$ cat config.mk
export PLATFORM = sky130hd
export DESIGN_NAME = amp_fault_status_mask
export DESIGN_NICKNAME = d
export VERILOG_FILES = /design/src/core/fault_reg_pkg.sv /design/src/core/amp_fault_status_mask.sv
export SDC_FILE = /design/constraint.sdc
export NUM_CORES = 1
export LEC_CHECK = 0
export ABC_AREA = 1
export ABC_CLOCK_PERIOD_IN_PS = 1000
export BUFFER_PORTS_ARGS = -buffer_cell sky130_fd_sc_hd__buf_2
export CORE_MARGIN = 4
export CORE_UTILIZATION = 40
export CTS_CLUSTER_DIAMETER = 60
export CTS_CLUSTER_SIZE = 10
export DETAILED_ROUTE_END_ITERATION = 16
export PLACE_DENSITY = 0.58
export SETUP_SLACK_MARGIN = 0.15
export SLEW_MARGIN = 10
export SYNTH_ARGS = -nofsm -noshare
export SYNTH_HDL_FRONTEND = slang
export SYNTH_SLANG_ARGS = --single-unit
$ cat constraint.sdc
create_clock -name ref_clk -period 1 [get_ports ref_clk]
set_input_delay 0.15 -clock ref_clk [delete_from_list [all_inputs] [get_ports ref_clk]]
set_output_delay 0.15 -clock ref_clk [all_outputs]
set_load 0.02 [all_outputs]
$ cat src/core/fault_reg_pkg.sv
// ****************************************************************
// fault register bank constants and types
// ****************************************************************
package fault_reg_pkg;

    // register offsets on the control port
    localparam logic [7:0] OFS_CHANNEL_FAULT  = 8'h70;
    localparam logic [7:0] OFS_GLOBAL_FAULT_A = 8'h71;
    localparam logic [7:0] OFS_GLOBAL_FAULT_B = 8'h72;
    localparam logic [7:0] OFS_TEMP_WARNING   = 8'h73;
    localparam logic [7:0] OFS_REPORT_MASK    = 8'h74;
    localparam logic [7:0] OFS_LATCH_CONTROL  = 8'h75;
    localparam logic [7:0] OFS_MISC_CONTROL   = 8'h76;
    localparam logic [7:0] OFS_FAULT_CLEAR    = 8'h78;

    // reset values
    localparam logic [7:0] RST_REPORT_MASK    = 8'h00;
    localparam logic [7:0] RST_LATCH_CONTROL  = 8'hf8;
    localparam logic [7:0] RST_MISC_CONTROL   = 8'h00;
    localparam logic [7:0] RST_FAULT_CLEAR    = 8'h00;

    // channel fault register fields
    localparam int BIT_LEFT_DC    = 3;
    localparam int BIT_RIGHT_DC   = 2;
    localparam int BIT_LEFT_OC    = 1;
    localparam int BIT_RIGHT_OC   = 0;
    // global fault a fields
    localparam int BIT_CRC_ERROR  = 7;
    localparam int BIT_COEF_FAIL  = 6;
    localparam int BIT_CLOCK      = 2;
    localparam int BIT_PWR_OV     = 1;
    localparam int BIT_PWR_UV     = 0;
    // global fault b and warning fields
    localparam int BIT_THERM_SD   = 0;
    localparam int BIT_THERM_WARN = 2;
    // report mask fields
    localparam int MSK_THERM_SD   = 7;
    localparam int MSK_CORE_UV    = 6;
    localparam int MSK_CORE_OV    = 5;
    localparam int MSK_CLOCK      = 4;
    localparam int MSK_PWR_UV     = 3;
    localparam int MSK_PWR_OV     = 2;
    localparam int MSK_DC         = 1;
    localparam int MSK_OC         = 0;
    // latch control fields
    localparam int LAT_CLOCK      = 5;
    localparam int LAT_THERM_SD   = 4;
    localparam int LAT_THERM_WARN = 3;
    localparam int MSK_THERM_WARN = 2;
    // misc control and clear fields
    localparam int MISC_DET_HOLD  = 7;
    localparam int MISC_AUTO_REC  = 4;
    localparam int CLR_ANALOG     = 7;

    // raw fault causes from the analog and digital monitors
    typedef struct packed {
        logic left_dc;
        logic right_dc;
        logic left_oc;
        logic right_oc;
        logic crc_error;
        logic coef_fail;
        logic clock_fault;
        logic pwr_ov;
        logic pwr_uv;
        logic core_ov;
        logic core_uv;
        logic therm_sd;
        logic therm_warn;
    } fault_cause_t;

    // control port register access
    typedef struct packed {
        logic       wr;
        logic       rd;
        logic [7:0] addr;
        logic [7:0] wdata;
    } reg_req_t;

endpackage : fault_reg_pkg

$ cat src/core/amp_fault_status_mask.sv
`timescale 1ns/1ps
module amp_fault_status_mask
    import fault_reg_pkg::*;
(
    // clock and reset
    input  wire logic                       ref_clk,
    input  wire logic                       rstn,
    // control port register access
    input  wire fault_reg_pkg::reg_req_t    req,
    output logic [7:0]                      rdata,
    output logic                            rvalid,
    // fault causes from monitors
    input  wire fault_reg_pkg::fault_cause_t cause,
    input  wire logic                       clock_detect,
    // outputs to the rest of the device
    output logic                            fault_report,
    output logic                            clock_detect_status,
    output logic                            therm_shutdown_active
);
    import fault_reg_pkg::*;

    // ****************************************************************
    // control registers
    // ****************************************************************
    // the host reaches three read-write control registers and one
    // write-only command; everything else on the port is status.
    // writes land on the edge that takes the strobe, so a read in
    // the same cycle still returns the old contents.
    // reserved bits of the control registers are stored as written;
    // the latch control keeps its upper pair at one after reset
    // because software may read them back and expect that value.
    // offsets outside the map are ignored on write, which keeps a
    // mistyped address from disturbing a live mask.
    // the clear command is decoded straight from the port, so it acts
    // on the very edge that takes the write, with no extra latency.
    logic [7:0] fault_report_mask;           // mask of fault reports
    logic [7:0] fault_latch_control;         // latch enables, warning mask
    logic [7:0] misc_fault_control;          // detect hold, auto recovery
    logic [7:0] next_fault_report_mask;
    logic [7:0] next_fault_latch_control;
    logic [7:0] next_misc_fault_control;
    logic       clear_pulse;                 // one-cycle analog clear

    // the clear bit is write-only; it never stores, so it reads zero
    assign clear_pulse = req.wr && (req.addr == OFS_FAULT_CLEAR)
                         && req.wdata[CLR_ANALOG];

    // next control values from host writes
    always_comb begin
        next_fault_report_mask   = fault_report_mask;
        next_fault_latch_control = fault_latch_control;
        next_misc_fault_control  = misc_fault_control;
        if (req.wr) begin
            if (req.addr == OFS_REPORT_MASK) begin
                next_fault_report_mask = req.wdata;
            end else if (req.addr == OFS_LATCH_CONTROL) begin
                next_fault_latch_control = req.wdata;
            end else if (req.addr == OFS_MISC_CONTROL) begin
                next_misc_fault_control = req.wdata;
            end
            // status register writes fall through: no effect
        end
    end

    // control register storage
    always_ff @(posedge ref_clk or negedge rstn) begin
        if (!rstn) begin
            fault_report_mask   <= RST_REPORT_MASK;
            fault_latch_control <= RST_LATCH_CONTROL;
            misc_fault_control  <= RST_MISC_CONTROL;
        end else begin
            fault_report_mask   <= next_fault_report_mask;
            fault_latch_control <= next_fault_latch_control;
            misc_fault_control  <= next_misc_fault_control;
        end
    end

    // ****************************************************************
    // fault flag capture
    // ****************************************************************
    // each fault keeps one register bit; the raw causes arrive as
    // levels already in the core clock domain, so no synchroniser.
    // sticky bits hold a fault after its cause is gone, so a short
    // glitch that spans a clock edge is never lost between two host polls.
    // the clear and a fresh cause may meet in one cycle; the cause
    // wins, otherwise a fault present during the clear would vanish.
    // memory check and coefficient status are not analog faults and
    // follow their source directly; the clear does not touch them.
    // a limitation: a cause that rises and falls between two clock edges is not seen.
    // clock, shutdown and warning latch only while their enable is
    // set; with it cleared they simply mirror the monitor level.
    // reserved bits of global fault a are never loaded and read zero.
    logic [3:0] chan_flags;       // left dc, right dc, left oc, right oc
    logic [7:0] glob_a;           // global fault a image
    logic       therm_sd_flag;    // thermal shutdown flag
    logic       therm_warn_flag;  // thermal warning flag
    logic       det_status;       // clock detect status
    logic [3:0] next_chan_flags;
    logic [7:0] next_glob_a;
    logic       next_therm_sd_flag;
    logic       next_therm_warn_flag;
    logic       next_det_status;
    logic       sd_auto_rec;      // auto recovery clears shutdown

    // sticky flag: a cause seen in the clear cycle wins over the clear
    function automatic logic sticky(input logic flag, input logic src,
                                    input logic clr);
        sticky = src | (flag & ~clr);
    endfunction : sticky

    assign sd_auto_rec = misc_fault_control[MISC_AUTO_REC];

    // next flag values
    always_comb begin
        next_chan_flags[BIT_LEFT_DC]  = sticky(chan_flags[BIT_LEFT_DC],
                                        cause.left_dc, clear_pulse);
        next_chan_flags[BIT_RIGHT_DC] = sticky(chan_flags[BIT_RIGHT_DC],
                                        cause.right_dc, clear_pulse);
        next_chan_flags[BIT_LEFT_OC]  = sticky(chan_flags[BIT_LEFT_OC],
                                        cause.left_oc, clear_pulse);
        next_chan_flags[BIT_RIGHT_OC] = sticky(chan_flags[BIT_RIGHT_OC],
                                        cause.right_oc, clear_pulse);
        next_glob_a = 8'h00;
        // memory check and coefficient status track their sources
        next_glob_a[BIT_CRC_ERROR] = cause.crc_error;
        next_glob_a[BIT_COEF_FAIL] = cause.coef_fail;
        // clock fault latches only when enabled, else tracks live
        if (fault_latch_control[LAT_CLOCK]) begin
            next_glob_a[BIT_CLOCK] = sticky(glob_a[BIT_CLOCK],
                                     cause.clock_fault, clear_pulse);
        end else begin
            next_glob_a[BIT_CLOCK] = cause.clock_fault;
        end
        next_glob_a[BIT_PWR_OV] = sticky(glob_a[BIT_PWR_OV],
                                  cause.pwr_ov, clear_pulse);
        next_glob_a[BIT_PWR_UV] = sticky(glob_a[BIT_PWR_UV],
                                  cause.pwr_uv, clear_pulse);
        // shutdown latches when enabled unless auto recovery lets it follow the cause
        if (fault_latch_control[LAT_THERM_SD] && !sd_auto_rec) begin
            next_therm_sd_flag = sticky(therm_sd_flag, cause.therm_sd,
                                        clear_pulse);
        end else begin
            next_therm_sd_flag = cause.therm_sd;
        end
        if (fault_latch_control[LAT_THERM_WARN]) begin
            next_therm_warn_flag = sticky(therm_warn_flag,
                                   cause.therm_warn, clear_pulse);
        end else begin
            next_therm_warn_flag = cause.therm_warn;
        end
        // clock detect: hold while enabled, else follow the detector
        if (misc_fault_control[MISC_DET_HOLD]) begin
            next_det_status = det_status;
        end else begin
            next_det_status = clock_detect;
        end
    end

    // flag storage
    always_ff @(posedge ref_clk or negedge rstn) begin
        if (!rstn) begin
            chan_flags      <= 4'h0;
            glob_a          <= 8'h00;
            therm_sd_flag   <= 1'b0;
            therm_warn_flag <= 1'b0;
            det_status      <= 1'b0;
        end else begin
            chan_flags      <= next_chan_flags;
            glob_a          <= next_glob_a;
            therm_sd_flag   <= next_therm_sd_flag;
            therm_warn_flag <= next_therm_warn_flag;
            det_status      <= next_det_status;
        end
    end

    // ****************************************************************
    // report masking
    // ****************************************************************
    // masks only hide a fault from the report line; the status bits
    // still show it, so the host can poll a masked fault at will.
    // the report is registered to keep glitches of the or tree off
    // the pin; it trails the status bits by one cycle.
    // core rail faults have no status bit of their own and reach
    // the host only through the report line.
    // the warning mask lives in the latch control register, not in
    // the main mask register, so both must be written to hide all.
    // both channels share one dc mask and one overcurrent mask; a
    // trade-off that saves bits but cannot hide a single channel.
    // unmasking a fault that is still latched raises the report on the edge after the mask write lands.
    logic next_fault_report;   // combined unmasked fault
    logic core_uv_flag;        // core supply faults have no status bit
    logic core_ov_flag;
    logic next_core_uv_flag;
    logic next_core_ov_flag;

    // core rail faults are sticky too, cleared by the analog clear
    always_comb begin
        next_core_uv_flag = sticky(core_uv_flag, cause.core_uv, clear_pulse);
        next_core_ov_flag = sticky(core_ov_flag, cause.core_ov, clear_pulse);
        next_fault_report =
              (therm_sd_flag   & ~fault_report_mask[MSK_THERM_SD])
            | (core_uv_flag    & ~fault_report_mask[MSK_CORE_UV])
            | (core_ov_flag    & ~fault_report_mask[MSK_CORE_OV])
            | (glob_a[BIT_CLOCK] & ~fault_report_mask[MSK_CLOCK])
            | (glob_a[BIT_PWR_UV] & ~fault_report_mask[MSK_PWR_UV])
            | (glob_a[BIT_PWR_OV] & ~fault_report_mask[MSK_PWR_OV])
            | ((chan_flags[BIT_LEFT_DC] | chan_flags[BIT_RIGHT_DC])
               & ~fault_report_mask[MSK_DC])
            | ((chan_flags[BIT_LEFT_OC] | chan_flags[BIT_RIGHT_OC])
               & ~fault_report_mask[MSK_OC])
            | (therm_warn_flag & ~fault_latch_control[MSK_THERM_WARN]);
    end

    // report and side-state registers
    always_ff @(posedge ref_clk or negedge rstn) begin
        if (!rstn) begin
            core_uv_flag <= 1'b0;
            core_ov_flag <= 1'b0;
            fault_report <= 1'b0;
        end else begin
            core_uv_flag <= next_core_uv_flag;
            core_ov_flag <= next_core_ov_flag;
            fault_report <= next_fault_report;
        end
    end

    assign clock_detect_status   = det_status;
    assign therm_shutdown_active = therm_sd_flag;

    // ****************************************************************
    // read path
    // ****************************************************************
    // the read mux looks at the address every cycle, but the data
    // register only loads on a read strobe, so rdata holds the last
    // answer for as long as the host needs it.
    // unmapped offsets read zero rather than the last value, so a
    // wrong address shows up plainly instead of looking plausible.
    // the command register reads zero because its bit never stores.
    // rvalid is a one-cycle echo of the strobe, one edge late.
    // reading a status register has no side effect: polling never
    // clears a flag, only the clear command does that.
    // a write and a read in one cycle both act; the read sees old data.
    logic [7:0] next_rdata;

    // read mux; reserved status bits and unmapped offsets read zero
    always_comb begin
        next_rdata = 8'h00;
        if (req.addr == OFS_CHANNEL_FAULT) begin
            next_rdata[3:0] = chan_flags;
        end else if (req.addr == OFS_GLOBAL_FAULT_A) begin
            next_rdata = glob_a;
        end else if (req.addr == OFS_GLOBAL_FAULT_B) begin
            next_rdata[BIT_THERM_SD] = therm_sd_flag;
        end else if (req.addr == OFS_TEMP_WARNING) begin
            next_rdata[BIT_THERM_WARN] = therm_warn_flag;
        end else if (req.addr == OFS_REPORT_MASK) begin
            next_rdata = fault_report_mask;
        end else if (req.addr == OFS_LATCH_CONTROL) begin
            next_rdata = fault_latch_control;
        end else if (req.addr == OFS_MISC_CONTROL) begin
            next_rdata = misc_fault_control;
        end else if (req.addr == OFS_FAULT_CLEAR) begin
            next_rdata = RST_FAULT_CLEAR;
        end
    end

    // read data registered one cycle after the read strobe
    always_ff @(posedge ref_clk or negedge rstn) begin
        if (!rstn) begin
            rdata  <= 8'h00;
            rvalid <= 1'b0;
        end else begin
            rdata  <= req.rd ? next_rdata : rdata;
            rvalid <= req.rd;
        end
    end

endmodule : amp_fault_status_mask

==> metrics <==
register area share after synthesis=0.5119; largest net degree at the start of global routing=49; Layout Utilization=0.6678; wire per inst=15.91 um; Total GRT Usage=0.1976; cell taking the most area after synthesis=dfrtp_1; Reg2Reg Launch Point=therm_shutdown_active; Worst-Skew Late Latency=0.30 ns; CTS tree=done; unrepaired setup endpoints after global routing=yes; Max-slew headroom=0.7751; leading cell types in the layout, fill and taps excluded=nand2_1, dfrtp_1, buf_4, buf_2, buf_6; routability cong.=0.8545; fmax=914.7 MHz; Worst Clk Skew=0.006582 ns; Post-Synthesis Cells=265; remaining global-route overflow=0; min-delay src=cause[12]; antenna viol nets, final=0; Min-Delay Path Class=in2reg; Ant. Diodes=0; leakage=1.832 nW; setup TNS=-0.1228 ns; crit path time final=1.093 ns; most common cell after layout, fill and taps aside=nand2_1; nets=404; total CTS buffers=5; Residual DRC=0; Compound-Gate Fraction of Synth Area=0.1443; PD cells=1026 nW/um2; WL final=7047 um; die height=84.79 um; Worst EP arrival=0.94 ns; Worst Max-Slew Pin Slew=0.3369 ns; Synth top area share=0.4562; router iterations before antenna repair=4; area share of xor/xnor cells in the synthesized design=0; CTS Root Cell=clkbuf_8; Post-Synth Adder-Cell Area=0; # setup viols final=2; Slew Viols, Final=0; Ys Warns=0; vias=2210; die area=7189 um2; Mapped Nets=299; synthesized area=2359 um2; largest family of logic cells by synthesized area=simple AND/OR/NAND/NOR gates; PortBufs=45; Die Wd=84.79 um; CP Launch Type=flip-flop; share of cells above drive strength 1=0.5687; first-pass GRT wire length=11200 um; Clock transition at path regs=0.08 ns; failing checks=setup timing; Sink Count=48; endpoints failing hold=0; Seq cells post-synth=48; Ports=46; worst vdd ir=0.0009021 V; Synth Area in Simple Gates=0.2631; CP Capture Type=output pin; Max Cap Viol=0; syn avg cell area=8.900 um2; area delta synth->final=58.78%; Final WS setup=-0.09330 ns; initial antenna violation count=0; Starting DRT DRC Count=57; status=complete, but fails checks; Final HPWL DP=4486 um; post-synthesis cell type count=27; critical path class=reg2out; Synth area leaders=dfrtp_1, nand2_1, nand3_1; clock buffer depth=2; core area=5608 um2; Worst Path Max Fanout=2; crit path from=therm_shutdown_active; portion of netlist area occupied by mux cells=0.004775; vias in the first global route=2258; # H-tree levels=2; final period utilization=1.093; starting density of the core=0.4206; WP data required=0.85 ns; detail-routed via count per cell=4.989; row count=27
## synth_stat cells
cell type / n
mux2_2: 1
a221oi_1: 1
nand4_1: 3
inv_1: 33
o211ai_1: 1
a21oi_1: 6
a21o_1: 9
clkinv_1: 1
buf_4: 2
nand2_2: 4
o21ai_0: 15
dfrtp_1: 43
dfstp_2: 5
buf_6: 2
nand3_1: 34
nand4_4: 1
nor2_1: 11
o22ai_1: 1
buf_2: 1
nand2_4: 3
nor3_1: 1
nor2_4: 4
o21ai_1: 1
nand2_1: 64
nor2_8: 1
o21ai_2: 16
inv_6: 1
## path summary, 6_finish.rpt
| kind | slack, ns | end | depth (start not counted) |
|---|---|---|---|
| worst max-delay path | -0.09 | therm_shutdown_active | 2 |
| worst min-delay path | 0.02 | chan_flags[3] | 2 |
| worst max register to register | -0.03 | rdata[0] | 7 |
| worst min register to register | 0.49 | chan_flags[1] | 1 |
| max in group asynchronous | 0.34 | fault_latch_control[7] | 3 |
| min in group asynchronous | 0.38 | rdata[1] | 3 |
## metal layers
| metal | track usage | vias to the layer above | share of wire |
|---|---|---|---|
| met5 | 0 | - | 0 |
| met1 | 0.2538 | 1065 | 0.43 |
| li1 | - | 1076 | - |
| met4 | 0.06331 | 0 | 0.024 |
| met3 | 0.05299 | 16 | 0.048 |
| met2 | 0.3238 | 53 | 0.50 |
## sequential cells by signal, indices dropped and copies added, names as in the netlist
name	flops
glob_a	5
rdata	8
core_ov_flag	1
fault_report	1
fault_latch_control	8
clock_detect_status	1
core_uv_flag	1
therm_shutdown_active	1
misc_fault_control	8
fault_report_mask	8
chan_flags	4
therm_warn_flag	1
rvalid	1
## report_power, final
| part | leakage [nW] | internal (mW) | switching [mW] |
|---|---|---|---|
| sequential | 0.582 | 2.02 | 0.0602 |
| combinational | 1.21 | 0.295 | 0.340 |
| clock | 0.0422 | 0.492 | 0.638 |
| total | 1.83 | 2.80 | 1.04 |
## kinds of logic after synthesis
| logic type | after synthesis |
|---|---|
| AOI/OAI and AO/OA | 50 |
| buffers and inverters | 40 |
| DFF | 48 |
| muxes | 1 |
| and+or+nand+nor | 126 |
## worst max-delay path, cell delays in order, from the launching register on
cell,delay (ns)
dfrtp_2,0.41
buf_6,0.12
buf_6,0.12
## cell type report
class / instances / area [um2]
fillers: 474 / 1863
flip-flops and latches: 48 / 1209
clock inverters: 1 / 5.005
inverters: 35 / 185.2
clock buffers: 7 / 76.32
multi-input cells: 180 / 1329
well taps: 72 / 90.09
repair buffers: 100 / 850.8
## through the flow
stage / hold WS, ns / cell area [um2] / setup WS [ns] / power, mW / cells
after floorplan: -0.1456 / 2452 / -0.03968 / 2.302 / 265
after global routing: 0.01870 / 3745 / -0.1248 / 4.027 / 443
after global placement: 0.1594 / 2897 / -0.3529 / 2.547 / 398
after detailed placement: 0.1599 / 2897 / -0.3778 / 2.551 / 398
final: 0.02484 / 3745 / -0.09330 / 3.841 / 443
after CTS: 0.01933 / 3490 / -0.09973 / 3.811 / 431
## what timing repair did
action | 4_1_cts | 5_1_grt
pin swaps | 46 | 34
hold buffers | 3 | 0
buffers inserted | 18 | 11
cloned | 4 | 1
gates resized for setup | 77 | 51
endpoints found under the hold margin | 45 | 0
endpoints found under the setup margin | 56 | 57
Note: power is estimated with default switching activity, not from simulation.
